$ cat config.mk
export PLATFORM = sky130hd
export DESIGN_NAME = lfp_protect
export DESIGN_NICKNAME = d
export VERILOG_FILES = /design/src/verilog/lfp_pkg.sv /design/src/verilog/lfp_protect.sv
export VERILOG_INCLUDE_DIRS = /design/src /design/src/verilog
export SDC_FILE = /design/constraint.sdc
export NUM_CORES = 1
export LEC_CHECK = 0
export ABC_AREA = 1
export BUFFER_PORTS_ARGS = -buffer_cell sky130_fd_sc_hd__buf_2
export CORE_MARGIN = 2
export CORE_UTILIZATION = 35
export CTS_BUF_LIST = sky130_fd_sc_hd__clkbuf_4 sky130_fd_sc_hd__clkbuf_8
export DETAILED_ROUTE_END_ITERATION = 7
export HOLD_SLACK_MARGIN = 0.15
export PLACE_DENSITY = 0.65
export SLEW_MARGIN = 15
export SYNTH_ARGS = -nofsm -noshare
export SYNTH_HDL_FRONTEND = slang
export SYNTH_SLANG_ARGS = --single-unit
$ cat constraint.sdc
create_clock -name clk_in -period 3.45 [get_ports clk_in]
set_clock_uncertainty 0.05 [all_clocks]
set_input_delay 0.69 -clock clk_in [delete_from_list [all_inputs] [get_ports clk_in]]
set_output_delay 0.69 -clock clk_in [all_outputs]
set_load 0.02 [all_outputs]
$ cat src/verilog/lfp_defs.svh
// offsets, field positions and reset values of the lock and fuse protection block
`ifndef LFP_DEFS_SVH
`define LFP_DEFS_SVH

// register offsets on the plain register port
`define LFP_OFS_LOCK 4'h0
`define LFP_OFS_EXT 4'h1
`define LFP_OFS_HIGH 4'h2
`define LFP_OFS_LOW 4'h3
`define LFP_OFS_CTRL 4'h4
`define LFP_OFS_STATUS 4'h5
`define LFP_OFS_LOCK_SET 4'h6

// lock byte field positions
`define LFP_LB_MEM_FIRST 0
`define LFP_LB_MEM_SECOND 1
`define LFP_LB_APP_LOW 2
`define LFP_LB_APP_HIGH 3
`define LFP_LB_BOOT_LOW 4
`define LFP_LB_BOOT_HIGH 5

// fuse field positions
`define LFP_EXT_SELFPROG 0
`define LFP_EXT_RESET_VEC 0
`define LFP_HIGH_SERIAL_PROG 5
`define LFP_HIGH_EEPROM_PRESERVE 3

// reset values: a one is unprogrammed, a zero programmed
`define LFP_LOCK_DEFAULT 8'hFF
`define LFP_EXT_DEFAULT_BOOT 8'hF9
`define LFP_EXT_DEFAULT_FLAT 8'hFF
`define LFP_HIGH_DEFAULT 8'hDF
`define LFP_LOW_DEFAULT 8'h62
`define LFP_LOCK_SET_MASK 8'hC0

`endif

$ cat src/verilog/lfp_pkg.sv
// types shared by the lock and fuse protection block
package lfp_pkg;

   // programmer operations
   typedef enum logic [2:0] {
      LFP_OP_ERASE,
      LFP_OP_WR_LOW,
      LFP_OP_WR_HIGH,
      LFP_OP_WR_EXT,
      LFP_OP_WR_LOCK
   } lfp_op_t;

   // one programmer command, valid for one cycle
   typedef struct packed {
      logic valid;
      logic serial;
      lfp_op_t op;
      logic [7:0] data;
   } lfp_prog_cmd_t;

   // one cpu program-memory access request
   typedef struct packed {
      logic valid;
      logic store;
      logic from_boot;
      logic to_boot;
   } lfp_access_req_t;

endpackage : lfp_pkg

$ cat src/verilog/lfp_protect.sv
// lock-bit and fuse-bit protection for program memory
// How it works
// - app lock pair both one: stores and loads into application region unrestricted
// - app pair high one low zero: block stores into application region only
// - app pair both zero: block stores and boot loads; mask interrupts in app code
// - app pair high zero low one: block boot loads from application, mask interrupts
// - boot pair decodes alike; high one low zero blocks stores into boot region
// - boot pair both zero: block stores and application loads; mask interrupts
// - boot pair high zero low one: block application loads of boot region
// - a programmed fuse reads zero, an unprogrammed one reads one
// - extended byte: boot size defaults programmed, reset vector, or self-program enable
// - high byte holds reset disable, debug, serial enable, watchdog, preserve, brown-out
// - serial programming enable fuse is never changed over the serial interface
// - low byte holds divide by eight, clock out, start-up and source; 8MHz RC default
// - chip erase leaves every fuse bit unchanged
// - once the first memory lock bit is programmed fuse writes are refused
// - fuses latched on programming entry; changes apply after programming ends
// - eeprom preserve fuse acts at once, without waiting for latching
// - fuses are latched at power-up in normal mode
// - chip erase keeps eeprom when preserve is programmed, else erases it
// - lock bits return to one only through chip erase
// - first memory lock programmed: no further flash or eeprom programming
//
// Our own choices: the address map and the strobed register port.
`include "lfp_defs.svh"
module lfp_protect #(
   parameter bit HAS_BOOT = 1'b1
) (
   input wire logic clk_in,
   input wire logic rst_n_in,
   input wire logic prog_mode_in,
   input wire lfp_pkg::lfp_prog_cmd_t prog_cmd_in,
   input wire lfp_pkg::lfp_access_req_t access_req_in,
   input wire logic cpu_in_boot_in,
   input wire logic [3:0] reg_addr_in,
   input wire logic [7:0] reg_wdata_in,
   input wire logic reg_write_in,
   input wire logic reg_read_in,
   output logic [7:0] reg_rdata_out,
   output logic access_grant_out,
   output logic access_deny_out,
   output logic irq_disable_out,
   output logic [7:0] fuse_ext_out,
   output logic [7:0] fuse_high_out,
   output logic [7:0] fuse_low_out,
   output logic eeprom_preserve_out,
   output logic eeprom_erase_out,
   output logic mem_prog_allow_out,
   output logic prog_refused_out
);

   localparam logic [7:0] EXT_DEFAULT = HAS_BOOT ? `LFP_EXT_DEFAULT_BOOT : `LFP_EXT_DEFAULT_FLAT;

   initial
   begin
      if (HAS_BOOT !== 1'b0 && HAS_BOOT !== 1'b1)
      begin
         $error("HAS_BOOT must be 0 or 1");
      end
   end

   // nonvolatile copies and the latched copies that steer the logic
   logic [7:0] lock_byte;
   logic [7:0] extended_fuse_byte_bootsel;
   logic [7:0] fuse_high_byte;
   logic [7:0] fuse_low_byte;
   logic [7:0] lock_seen;
   logic [7:0] ext_seen;
   logic [7:0] high_seen;
   logic [7:0] low_seen;
   logic power_latched;
   logic prog_mode_q;
   logic vectors_in_boot;

   // programmer command decode
   wire is_erase = prog_cmd_in.valid && prog_cmd_in.op == lfp_pkg::LFP_OP_ERASE;
   wire is_fuse_wr = prog_cmd_in.valid && (prog_cmd_in.op == lfp_pkg::LFP_OP_WR_LOW
      || prog_cmd_in.op == lfp_pkg::LFP_OP_WR_HIGH || prog_cmd_in.op == lfp_pkg::LFP_OP_WR_EXT);
   wire is_lock_wr = prog_cmd_in.valid && prog_cmd_in.op == lfp_pkg::LFP_OP_WR_LOCK;
   wire fuses_locked = !lock_byte[`LFP_LB_MEM_FIRST];
   wire fuse_wr_ok = is_fuse_wr && prog_mode_in && !fuses_locked;
   wire lock_wr_ok = is_lock_wr && prog_mode_in;
   wire erase_ok = is_erase && prog_mode_in;

   // serial writes keep the serial enable fuse as it stands
   wire [7:0] high_wr_data = prog_cmd_in.serial
      ? {prog_cmd_in.data[7:6], fuse_high_byte[`LFP_HIGH_SERIAL_PROG], prog_cmd_in.data[4:0]}
      : prog_cmd_in.data;

   // software lock-set only programs bits, never the two unused top bits
   wire sw_lock_set = reg_write_in && reg_addr_in == `LFP_OFS_LOCK_SET;
   wire [7:0] sw_lock_mask = reg_wdata_in | `LFP_LOCK_SET_MASK;

   // lock bits may only fall, except a chip erase which restores all ones
   wire [7:0] next_lock_byte = erase_ok ? `LFP_LOCK_DEFAULT
      : lock_byte & (lock_wr_ok ? prog_cmd_in.data : 8'hFF)
        & (sw_lock_set ? sw_lock_mask : 8'hFF);

   always_ff @(posedge clk_in or negedge rst_n_in)
   begin
      if (!rst_n_in)
         lock_byte <= `LFP_LOCK_DEFAULT;
      else
         lock_byte <= next_lock_byte;
   end

   // fuse store; chip erase never touches it
   always_ff @(posedge clk_in or negedge rst_n_in)
   begin
      if (!rst_n_in)
      begin
         extended_fuse_byte_bootsel <= EXT_DEFAULT;
         fuse_high_byte <= `LFP_HIGH_DEFAULT;
         fuse_low_byte <= `LFP_LOW_DEFAULT;
      end
      else if (fuse_wr_ok)
      begin
         // zero is programmed, stored and read as written
         unique case (prog_cmd_in.op)
            lfp_pkg::LFP_OP_WR_EXT: extended_fuse_byte_bootsel <= prog_cmd_in.data;
            lfp_pkg::LFP_OP_WR_HIGH: fuse_high_byte <= high_wr_data;
            lfp_pkg::LFP_OP_WR_LOW: fuse_low_byte <= prog_cmd_in.data;
            default: fuse_low_byte <= fuse_low_byte;
         endcase
      end
   end

   // fuse latch points: power-up, programming entry and programming exit
   wire prog_enter = prog_mode_in && !prog_mode_q;
   wire prog_leave = !prog_mode_in && prog_mode_q;
   wire fuse_latch = !power_latched || prog_enter || prog_leave;

   always_ff @(posedge clk_in or negedge rst_n_in)
   begin
      if (!rst_n_in)
      begin
         power_latched <= 1'b0;
         prog_mode_q <= 1'b0;
      end
      else
      begin
         power_latched <= 1'b1;
         prog_mode_q <= prog_mode_in;
      end
   end

   always_ff @(posedge clk_in or negedge rst_n_in)
   begin
      if (!rst_n_in)
      begin
         ext_seen <= EXT_DEFAULT;
         high_seen <= `LFP_HIGH_DEFAULT;
         low_seen <= `LFP_LOW_DEFAULT;
      end
      else if (fuse_latch)
      begin
         ext_seen <= extended_fuse_byte_bootsel;
         high_seen <= fuse_high_byte;
         low_seen <= fuse_low_byte;
      end
   end

   // lock copy only moves while no access is offered, so a request sees one mode
   always_ff @(posedge clk_in or negedge rst_n_in)
   begin
      if (!rst_n_in)
         lock_seen <= `LFP_LOCK_DEFAULT;
      else if (!access_req_in.valid)
         lock_seen <= lock_byte;
   end

   // protection decode on the latched copies
   wire app_hi = lock_seen[`LFP_LB_APP_HIGH];
   wire app_lo = lock_seen[`LFP_LB_APP_LOW];
   wire boot_hi = lock_seen[`LFP_LB_BOOT_HIGH];
   wire boot_lo = lock_seen[`LFP_LB_BOOT_LOW];
   wire selfprog_on = !ext_seen[`LFP_EXT_SELFPROG];
   // modes 2 and 3 block stores; modes 1 and 4 allow them
   wire app_store_ok = app_lo;
   wire boot_store_ok = boot_lo;
   // modes 3 and 4 block cross-region loads
   wire app_load_ok = app_hi || !access_req_in.from_boot;
   wire boot_load_ok = boot_hi || access_req_in.from_boot;
   wire boot_store_allow = access_req_in.to_boot ? boot_store_ok : app_store_ok;
   wire boot_load_allow = access_req_in.to_boot ? boot_load_ok : app_load_ok;
   // without a boot region the store rests on the self-program fuse alone
   wire store_allow = HAS_BOOT ? boot_store_allow : selfprog_on;
   wire load_allow = HAS_BOOT ? boot_load_allow : 1'b1;
   wire req_allow = access_req_in.store ? store_allow : load_allow;

   // interrupt masking while running in the other region
   wire irq_mask_app = !app_hi && vectors_in_boot && !cpu_in_boot_in;
   wire irq_mask_boot = !boot_hi && !vectors_in_boot && cpu_in_boot_in;
   wire next_irq_disable = HAS_BOOT && (irq_mask_app || irq_mask_boot);

   always_ff @(posedge clk_in or negedge rst_n_in)
   begin
      if (!rst_n_in)
      begin
         access_grant_out <= 1'b0;
         access_deny_out <= 1'b0;
         irq_disable_out <= 1'b0;
      end
      else
      begin
         access_grant_out <= access_req_in.valid && req_allow;
         access_deny_out <= access_req_in.valid && !req_allow;
         irq_disable_out <= next_irq_disable;
      end
   end

   // preserve fuse read live from the store, not the latch
   wire preserve_live = !fuse_high_byte[`LFP_HIGH_EEPROM_PRESERVE];
   wire refused = (is_fuse_wr || is_lock_wr || is_erase) && !(fuse_wr_ok || lock_wr_ok
      || erase_ok);

   always_ff @(posedge clk_in or negedge rst_n_in)
   begin
      if (!rst_n_in)
      begin
         eeprom_erase_out <= 1'b0;
         eeprom_preserve_out <= 1'b0;
         mem_prog_allow_out <= 1'b1;
         prog_refused_out <= 1'b0;
         fuse_ext_out <= EXT_DEFAULT;
         fuse_high_out <= `LFP_HIGH_DEFAULT;
         fuse_low_out <= `LFP_LOW_DEFAULT;
      end
      else
      begin
         eeprom_erase_out <= erase_ok && !preserve_live;
         eeprom_preserve_out <= preserve_live;
         mem_prog_allow_out <= !fuses_locked;
         prog_refused_out <= refused;
         fuse_ext_out <= ext_seen;
         fuse_high_out <= high_seen;
         fuse_low_out <= low_seen;
      end
   end

   // control register: where the interrupt vectors sit
   always_ff @(posedge clk_in or negedge rst_n_in)
   begin
      if (!rst_n_in)
         vectors_in_boot <= 1'b0;
      else if (reg_write_in && reg_addr_in == `LFP_OFS_CTRL)
         vectors_in_boot <= reg_wdata_in[0];
   end

   // read mux; unmapped offsets read zero
   wire [7:0] status_word = {5'h00, prog_mode_q, fuses_locked, power_latched};
   logic [7:0] read_word;
   always_comb
   begin
      unique case (reg_addr_in)
         `LFP_OFS_LOCK: read_word = lock_byte;
         `LFP_OFS_EXT: read_word = extended_fuse_byte_bootsel;
         `LFP_OFS_HIGH: read_word = fuse_high_byte;
         `LFP_OFS_LOW: read_word = fuse_low_byte;
         `LFP_OFS_CTRL: read_word = {7'h00, vectors_in_boot};
         `LFP_OFS_STATUS: read_word = status_word;
         default: read_word = 8'h00;
      endcase
   end

   // data stand only in the cycle after the read strobe
   always_ff @(posedge clk_in or negedge rst_n_in)
   begin
      if (!rst_n_in)
         reg_rdata_out <= 8'h00;
      else
         reg_rdata_out <= reg_read_in ? read_word : 8'h00;
   end
endmodule : lfp_protect

==> impl_metrics.ini, run 1 <==
[setup_path]
rr_worst_depth = 5
crit_buf_inv = 2
r2r_slack_ps = 1830
cp_slowest_cell = nor2_2
endpoint = reg_rdata_out[0]$_DFF_PN0_
critPathMaxStageDelay_ps = 650
critPathLaunchType = primary input
critical_path_class = in -> reg
regToRegEndpoint = fuse_high_byte[5]$_DFFE_PN0P_
cp_max_fo = 22
arrival_ps = 2060
cp.required_ps = 3680
end_kind = flop
path_delay_family = simple AND/OR/NAND/NOR gates
crit_path_cell_trace = buf_2 -> nor2_2 -> nand2_1 -> o21ai_1 -> inv_1 -> a21oi_1
reg2reg_from = lock_byte[0]$_DFF_PN1_
cp.depth = 6
startpoint = reg_addr_in[3]

[layout]
drive_above_1_share = 0.372
fin_util = 0.417
area.growth.synth_to_final_pct = 16.2
fill_cells = 1133
most-common-layout-cells = 93 x nand2_1, 70 x buf_2, 61 x dfstp_2, 52 x inv_1, 41 x dfrtp_1
layout_commonest_cell = nand2_1
num_antenna_cells = 0
nets = 516

[clocking]
holdBufCountCts = 0
cts.repair.resized = 0
tritoncts = done
clk_pin_slew_ps = 90
post-cts-setup-buffers = 0
clockBufferDepth = 2
htreeDepth = 3
cts.sinks = 102
clk_latency_ps = 350
numCtsBuffers = 9
cts-root-buf = clkbuf_8

[floorplan]
start_util = 0.359
fp.dieArea_um2 = 12600
core_area_um2 = 11500
fp.dieH_um = 112
dieWidth_um = 112
rows = 39
ioPinCount = 74

[yosys]
synth_area_leaders = dfstp_2 39%, dfrtp_1 25%, nand2_1 8.5%
synth_edf_count = 0
synth.largest_area_cell = dfstp_2
synth.cell_area_um2 = 4120
synth-async-reset-ratio = 1.00
yosys.area.top_type_share = 0.389
ys_warn_count = 0
yosys_register_bits = 102
synth_flop_cell = dfstp_2
avgSynthCellArea_um2 = 10.1
syn_inst = 408
syn_nets = 443
ys_types = 30
ys_seq_area_frac = 0.639

[timing]
finalCritPeriodShare = 0.528
period_needed_ps = 1820
tightest_slew_ps = 827
timing.setup.tns_ps = 0
post-route-worst-setup-slack_ps = 1630
rsz0062_at_grt = no
maxSlewViolCount = 0
max-slew-margin-rel = 0.448
setup_violations = 0
fmax_mhz = 549
final-hold-violation-count = 0

[power_and_ir_drop]
powerDensity_nw_per_um2 = 558
power_leakage_nw = 2.23
vdd_drop_max_v = 0.000219

[grt]
gr-total-overflow = 0
grt_pass1_vias = 2894
grt_pass1_wl_um = 14300
antenna_found_initial = 0
grt_start_max_net_pins = 68
grt_usage = 0.143

[route]
vias = 2918
via_per_inst = 4.64
final_antenna_net_count = 0
drt_iter0_drc = 196
drc = 0
wire_per_inst_um = 13.5
wirelength_um = 8470
first_pass_iters = 4

[placed_design]
dp_slack_ps = 1270
dp_hpwl_um = 6200
gp_congestion = 0.858
io_buffers = 71

[hold_path]
hp-class = in -> async

[status]
outcome = complete, no violations

[flow_run]
maxCapViolCount = 0
-- sequential cells by signal (all words and copies together) (netlist names), 4 cells and up --
| register | count |
|---|---|
| reg_rdata_out | 8 |
| lock_seen | 4 |
| lock_byte | 8 |
| high_seen | 8 |
| ext_seen | 8 |
| fuse_low_byte | 8 |
| fuse_high_out | 8 |
| low_seen | 8 |
| extended_fuse_byte_bootsel | 8 |
| fuse_high_byte | 8 |
| fuse_ext_out | 8 |
| fuse_low_out | 8 |
-- worst min path at each step --
stage               cells after the start                      from                         end  slack (ps)
finish                                  1                  rst_n_in  reg_rdata_out[1]$_DFF_PN0_         240
global route                            1                  rst_n_in  reg_rdata_out[4]$_DFF_PN0_         250
CTS                                     1                  rst_n_in  reg_rdata_out[3]$_DFF_PN0_         230
detailed placement                      0   ext_seen[7]$_DFFE_PN1P_   fuse_ext_out[7]$_DFF_PN1_         310
global placement                        0  high_seen[2]$_DFFE_PN1P_  fuse_high_out[2]$_DFF_PN1_         310
floorplan                               0   ext_seen[1]$_DFFE_PN0P_   fuse_ext_out[1]$_DFF_PN0_         300
-- synthesized netlist by cell type, types with 2 or more instances --
library cell   n
nand2_1       93
dfstp_2       61
inv_1         52
dfrtp_1       41
o21ai_0       30
nand3_1       29
nor2_1        26
o21ai_2       22
o21ai_1       11
nor3_1         9
a21oi_1        4
buf_6          4
buf_2          3
nand2_2        3
nor2_2         3
and2_1         2
nand4_1        2
-- kinds of logic after synthesis --
| family | share of synthesized area |
|---|---|
| AND/OR/NAND/NOR | 0.178 |
| AO/OA/AOI/OAI | 0.109 |
| other | 0.000911 |
| flip-flops | 0.639 |
| buffers and inverters | 0.0736 |
-- report_power, final --
part | leakage (nW) | internal (mW) | switching [mW]
combinational | 0.950 | 0.127 | 0.248
clock | 0.104 | 0.376 | 0.392
sequential | 1.18 | 1.43 | 0.0903
-- metal layers --
metal | vias up | wire (um) | global-route usage
li1 | 1437 | - | -
met1 | 1398 | 4130 | 0.207
met2 | 79 | 3830 | 0.214
met3 | 4 | 465 | 0.0308
met4 | 0 | 47 | 0.0472
met5 | - | 0 | 0
-- layout make-up --
class	count	area, um^2	share of cell area
flip-flops and latches	102	2630	0.550
multi-input cells	242	1180	0.247
repair buffers	73	385	0.0806
inverters	53	199	0.0416
well taps	143	179	0.0374
clock buffers	12	153	0.0319
clock inverters	4	55.1	0.0115
-- per-stage QoR --
stage / area [um^2] / cells / hold WS [ps] / power, mW
after floorplan: 4120 / 408 / 304 / 1.77
after global placement: 4580 / 613 / 308 / 1.92
after detailed placement: 4580 / 613 / 308 / 1.93
after CTS: 4780 / 629 / 233 / 2.71
after global routing: 4780 / 629 / 254 / 2.82
final: 4780 / 629 / 241 / 2.67
Note: power is estimated with default switching activity, not from simulation.
==> run 2, diff against run 1 <==
--- a/config.mk
+++ b/config.mk
@@ -6,14 +6,14 @@
 export SDC_FILE = /design/constraint.sdc
 export NUM_CORES = 1
 export LEC_CHECK = 0
-export ABC_AREA = 1
+export ABC_AREA = 0
 export BUFFER_PORTS_ARGS = -buffer_cell sky130_fd_sc_hd__buf_2
 export CORE_MARGIN = 2
 export CORE_UTILIZATION = 35
 export CTS_BUF_LIST = sky130_fd_sc_hd__clkbuf_4 sky130_fd_sc_hd__clkbuf_8
 export DETAILED_ROUTE_END_ITERATION = 7
 export HOLD_SLACK_MARGIN = 0.15
-export PLACE_DENSITY = 0.65
+export PLACE_DENSITY = 0.66
 export SLEW_MARGIN = 15
 export SYNTH_ARGS = -nofsm -noshare
 export SYNTH_HDL_FRONTEND = slang
==> constraint.sdc (replaced) <==
create_clock -name clk_in -period 1.8 [get_ports clk_in]
set_clock_uncertainty 0.05 [all_clocks]
set_input_delay 0.36 -clock clk_in [delete_from_list [all_inputs] [get_ports clk_in]]
set_output_delay 0.36 -clock clk_in [all_outputs]
set_load 0.02 [all_outputs]
==> impl_metrics.ini, run 2 <==
[power_and_ir_drop]
p_clk_frac = 0.255
finalPower_mw = 5.75
vdd_drop_max_v = 0.000491
seqPwrFrac = 0.566
pwr-share-comb = 0.179
power_leakage_nw = 2.22
swShare = 0.275
power.switching_mw = 1.58
power.internal_mw = 4.17
powerDensity_nw_per_um2 = 1190

[yosys]
synth_most_common_cell = dfstp_2
synth-async-reset-ratio = 1.00
synth_area_leaders = dfstp_2 40%, dfrtp_1 26%, mux2_2 15%
yosys_register_bits = 102
synth_flop_cell = dfstp_2
ys_types = 42
syn_nets = 294
ys_warn_count = 0
avgSynthCellArea_um2 = 15.4
syn_inst = 259
ys_seq_area_frac = 0.660
yosys-top-cells-count = 61 x dfstp_2, 52 x mux2_2, 41 x dfrtp_1
synth.cell_area_um2 = 3990
synth_edf_count = 0
yosys.area.top_type_share = 0.402
synth.largest_area_cell = dfstp_2

[setup_path]
cp.required_ps = 2000
critPathMaxStageDelay_ps = 570
critical_path_class = reg -> reg
regToRegEndpoint = extended_fuse_byte_bootsel[1]$_DFFE_PN0P_
end_kind = flop
startpoint = lock_byte[0]$_DFF_PN1_
rr_worst_depth = 4
cp_slowest_cell = dfstp_2
endpoint = extended_fuse_byte_bootsel[1]$_DFFE_PN0P_
reg2reg_from = lock_byte[0]$_DFF_PN1_
cp_max_fo = 8
r2r_slack_ps = 120
critPathLaunchType = flop
crit_path_cell_trace = nand4b_4 -> or3_1 -> buf_4 -> mux2_4
arrival_ps = 1880

[timing]
timing.setup.tns_ps = 0
period_needed_ps = 1680
setup_violations = 0
fmax_mhz = 596
maxSlewViolCount = 0
final-hold-violation-count = 0
rsz0062_at_grt = no
finalCritPeriodShare = 0.932

[clocking]
clk_pin_slew_ps = 100
numCtsBuffers = 9
cts.sinks = 102
clockBufferDepth = 2
cts-root-buf = clkbuf_8
htreeDepth = 3
clk_latency_ps = 360
tritoncts = done
post-cts-setup-buffers = 0

[floorplan]
ioPinCount = 74
fp.dieArea_um2 = 12300
dieWidth_um = 111
core_area_um2 = 11000
rows = 38
start_util = 0.363
fp.dieH_um = 111

[layout]
area.growth.synth_to_final_pct = 21.0
layout_commonest_cell = buf_2
nets = 384
drive_above_1_share = 0.653
most-common-layout-cells = 70 x buf_2, 61 x dfstp_2, 52 x mux2_2, 41 x dfrtp_1, 17 x o21ai_0
fill_cells = 989
num_antenna_cells = 0

[status]
outcome = complete, no violations

[route]
drt_iter0_drc = 90
drc = 0
first_pass_iters = 5
via_per_inst = 4.86
wirelength_um = 8070
vias = 2402
final_antenna_net_count = 0
wire_per_inst_um = 16.3

[placed_design]
dp_hpwl_um = 5900
gp_congestion = 0.815
io_buffers = 71

[grt]
grt_pass1_wl_um = 13500
grt_usage = 0.140
grt_start_max_net_pins = 42
gr-total-overflow = 0
grt_pass1_vias = 2552
antenna_found_initial = 0

[hold_path]
hp-class = in -> reg

[flow_run]
maxCapViolCount = 0
## run 2: per-layer routing
layer	vias up	track usage	routed length, um
li1	1112	-	-
met1	1214	0.180	3620
met2	69	0.229	3950
met3	7	0.0410	426
met4	0	0.0425	76
met5	-	0	0
## run 2: critical path: cells and delay by family (launching register included)
| kind | cells | cell delay (ps) |
|---|---|---|
| multiplexers | 1 | 300 |
| AND/OR/NAND/NOR | 2 | 440 |
| flip-flops | 1 | 570 |
| buffers and inverters | 1 | 200 |
## run 2: cell families after synthesis
family	synth area share
buffers and inverters	0.0160
other	0.000941
xor gates and xnor gates	0.00220
AOI/OAI and AO/OA	0.0458
DFF	0.660
muxes	0.188
and+or+nand+nor	0.0876
## run 2: power groups by stage
stage	clock [mW]	combinational, mW	sequential [mW]
after floorplan	0	0.472	3.43
after global placement	0	1.01	3.29
after detailed placement	0	1.04	3.30
after CTS	1.52	1.05	3.26
after global routing	1.62	1.13	3.32
final	1.47	1.03	3.25
## run 2: how the worst min path moves through the flow
stage	slack (ps)	end	start	cells after the start
final	190	irq_disable_out$_DFF_PN0_	cpu_in_boot_in	2
after global routing	190	extended_fuse_byte_bootsel[6]$_DFFE_PN1P_	prog_cmd_in[6]	2
after CTS	170	irq_disable_out$_DFF_PN0_	cpu_in_boot_in	2
after detailed placement	280	fuse_low_out[7]$_DFF_PN0_	rst_n_in	1
after global placement	280	fuse_low_out[7]$_DFF_PN0_	rst_n_in	1
after floorplan	10	access_deny_out$_DFF_PN0_	rst_n_in	0
## run 2: cell type report
class                   instances  area, um^2  share of cell area
repair buffers                 87         508               0.105
clock buffers                   9         124              0.0257
well taps                     140         175              0.0363
multi-input cells             145        1290               0.268
flip-flops and latches        102        2630               0.545
inverters                       4        15.0             0.00311
clock inverters                 7        78.8              0.0163
## run 2: through the flow
step	area (um^2)	util	setup WS [ps]	hold slack, ps	cells
floorplan	3990	-	179	14.4	259
global route	4820	0.439	70.7	192	494
global placement	4600	0.419	146	280	476
CTS	4820	0.439	122	172	494
finish	4820	0.439	123	190	494
detailed placement	4600	0.419	121	285	476
## run 2: timing repair
action / in CTS / in global routing
endpoints found under the hold margin: 14 / 0
resized for setup: 0 / 0
hold buffers: 2 / 0
==> run 3, diff against run 2 <==
--- a/config.mk
+++ b/config.mk
@@ -8,12 +8,14 @@
 export LEC_CHECK = 0
 export ABC_AREA = 0
 export BUFFER_PORTS_ARGS = -buffer_cell sky130_fd_sc_hd__buf_2
-export CORE_MARGIN = 2
+export CORE_MARGIN = 1
 export CORE_UTILIZATION = 35
 export CTS_BUF_LIST = sky130_fd_sc_hd__clkbuf_4 sky130_fd_sc_hd__clkbuf_8
 export DETAILED_ROUTE_END_ITERATION = 7
 export HOLD_SLACK_MARGIN = 0.15
+export MAX_ROUTING_LAYER = met4
 export PLACE_DENSITY = 0.66
+export REMOVE_ABC_BUFFERS = 1
 export SLEW_MARGIN = 15
 export SYNTH_ARGS = -nofsm -noshare
 export SYNTH_HDL_FRONTEND = slang
==> impl_metrics.ini, run 3 (synthesis results as in run 2) <==
[layout]
layout_commonest_cell = buf_2
final_cell_area_um2 = 4810
fill_cells = 1028
fin_util = 0.438
multi_input_area_um2 = 1290
num_antenna_cells = 0
drive_above_1_share = 0.651
finalNonFillerCells = 492
nets = 382
seqCellArea_um2 = 2630
area.growth.synth_to_final_pct = 20.7
most-common-layout-cells = 70 x buf_2, 61 x dfstp_2, 52 x mux2_2, 41 x dfrtp_1, 17 x o21ai_0

[status]
outcome = complete, no violations

[setup_path]
arrival_ps = 1870
critPathLaunchType = flop
end_kind = flop
critical_path_class = reg -> reg
cp.required_ps = 1990
cp_max_fo = 8
r2r_slack_ps = 120

[grt]
grt_pass1_wl_um = 13300
grt_usage = 0.157
gr-total-overflow = 0
antenna_found_initial = 0
grt_pass1_vias = 2544
grt_start_max_net_pins = 49

[route]
final_antenna_net_count = 0
vias = 2420
via_per_inst = 4.92
first_pass_iters = 4
wirelength_um = 8240
drc = 0
wire_per_inst_um = 16.7
drt_iter0_drc = 47

[clocking]
tritoncts = done
cts-root-buf = clkbuf_8
cts.sinks = 102
numCtsBuffers = 9
clk_pin_slew_ps = 100
clockBufferDepth = 2
clk_latency_ps = 360
htreeDepth = 3
post-cts-setup-buffers = 0

[floorplan]
fp.dieH_um = 109
ioPinCount = 74
core_area_um2 = 11000
fp.dieArea_um2 = 11800
start_util = 0.363
dieWidth_um = 109
rows = 38

[timing]
period_needed_ps = 1680
final-hold-violation-count = 0
finalCritPeriodShare = 0.933
rsz0062_at_grt = no
setup_violations = 0
maxSlewViolCount = 0
timing.setup.tns_ps = 0
fmax_mhz = 595

[power_and_ir_drop]
finalPower_mw = 5.72
vdd_drop_max_v = 0.000630
power_leakage_nw = 2.19
powerDensity_nw_per_um2 = 1190

[placed_design]
dp.cells = 474
placed_area_um2 = 4580
io_buffers = 71
gp_congestion = 0.872
dp_hpwl_um = 5920

[flow_run]
maxCapViolCount = 0

[hold_path]
hp-class = in -> reg
## run 3: changes by cell type in the layout (fill, tap and decap cells not counted), sizes merged
| cell | delta |
|---|---|
| clkinvlp | +4 |
| inv | -4 |
| buf | -2 |
| clkbuf | +2 |
| clkinv | -2 |
## run 3: through the flow
stage	worst slack [ps]	hold slack [ps]
CTS	112	173
detailed placement	123	241
global placement	141	237
floorplan	92.8	14.4
global route	73.1	159
finish	120	189
## run 3: what timing repair did
action	in CTS	in global routing
endpoints found under the hold margin	24	0
hold buffers	2	0
resized for setup	0	0
setup endpoints to repair	0	0
## run 3: path summary, 6_finish.rpt
check / start / endpoint / cells after the start
max reg2reg: lock_byte[0]$_DFF_PN1_ / extended_fuse_byte_bootsel[1]$_DFFE_PN0P_ / 4
min in group asynchronous: rst_n_in / high_seen[5]$_DFFE_PN0P_ / 2
max in group asynchronous: rst_n_in / fuse_high_out[7]$_DFF_PN1_ / 3
min reg2reg: high_seen[4]$_DFFE_PN1P_ / fuse_high_out[4]$_DFF_PN1_ / 0
min: cpu_in_boot_in / irq_disable_out$_DFF_PN0_ / 2
max: lock_byte[0]$_DFF_PN1_ / extended_fuse_byte_bootsel[1]$_DFFE_PN0P_ / 4
## run 3: power breakdown
part	internal (mW)	total, mW	leakage, nW	switching (mW)
registers	3.00	3.26	1.18	0.254
clock network	0.695	1.44	0.0912	0.740
logic	0.502	1.03	0.926	0.529
total	4.20	5.72	2.19	1.52
## run 3: metal layers
layer | GRT usage | routed length (um) | vias to the layer above
met4 | 0.0647 | 77 | 0
met2 | 0.244 | 4160 | 79
met1 | 0.195 | 3490 | 1229
met5 | - | 0 | -
li1 | - | - | 1104
met3 | 0.0406 | 500 | 8
## run 3: final cells by class
| type | instances | area share |
|---|---|---|
| sequential | 102 | 0.547 |
| multi-input combinational | 145 | 0.269 |
| timing repair buffer | 85 | 0.102 |
| tap | 140 | 0.0364 |
| clock buffer | 11 | 0.0302 |
| clock inverter | 5 | 0.0125 |
| inverter | 4 | 0.00312 |
## run 3: worst max-delay path, stage by stage, from the launching register on
cell	delay, ps
dfstp_2	560
nand4b_4	120
or3_1	320
buf_4	210
mux2_4	310
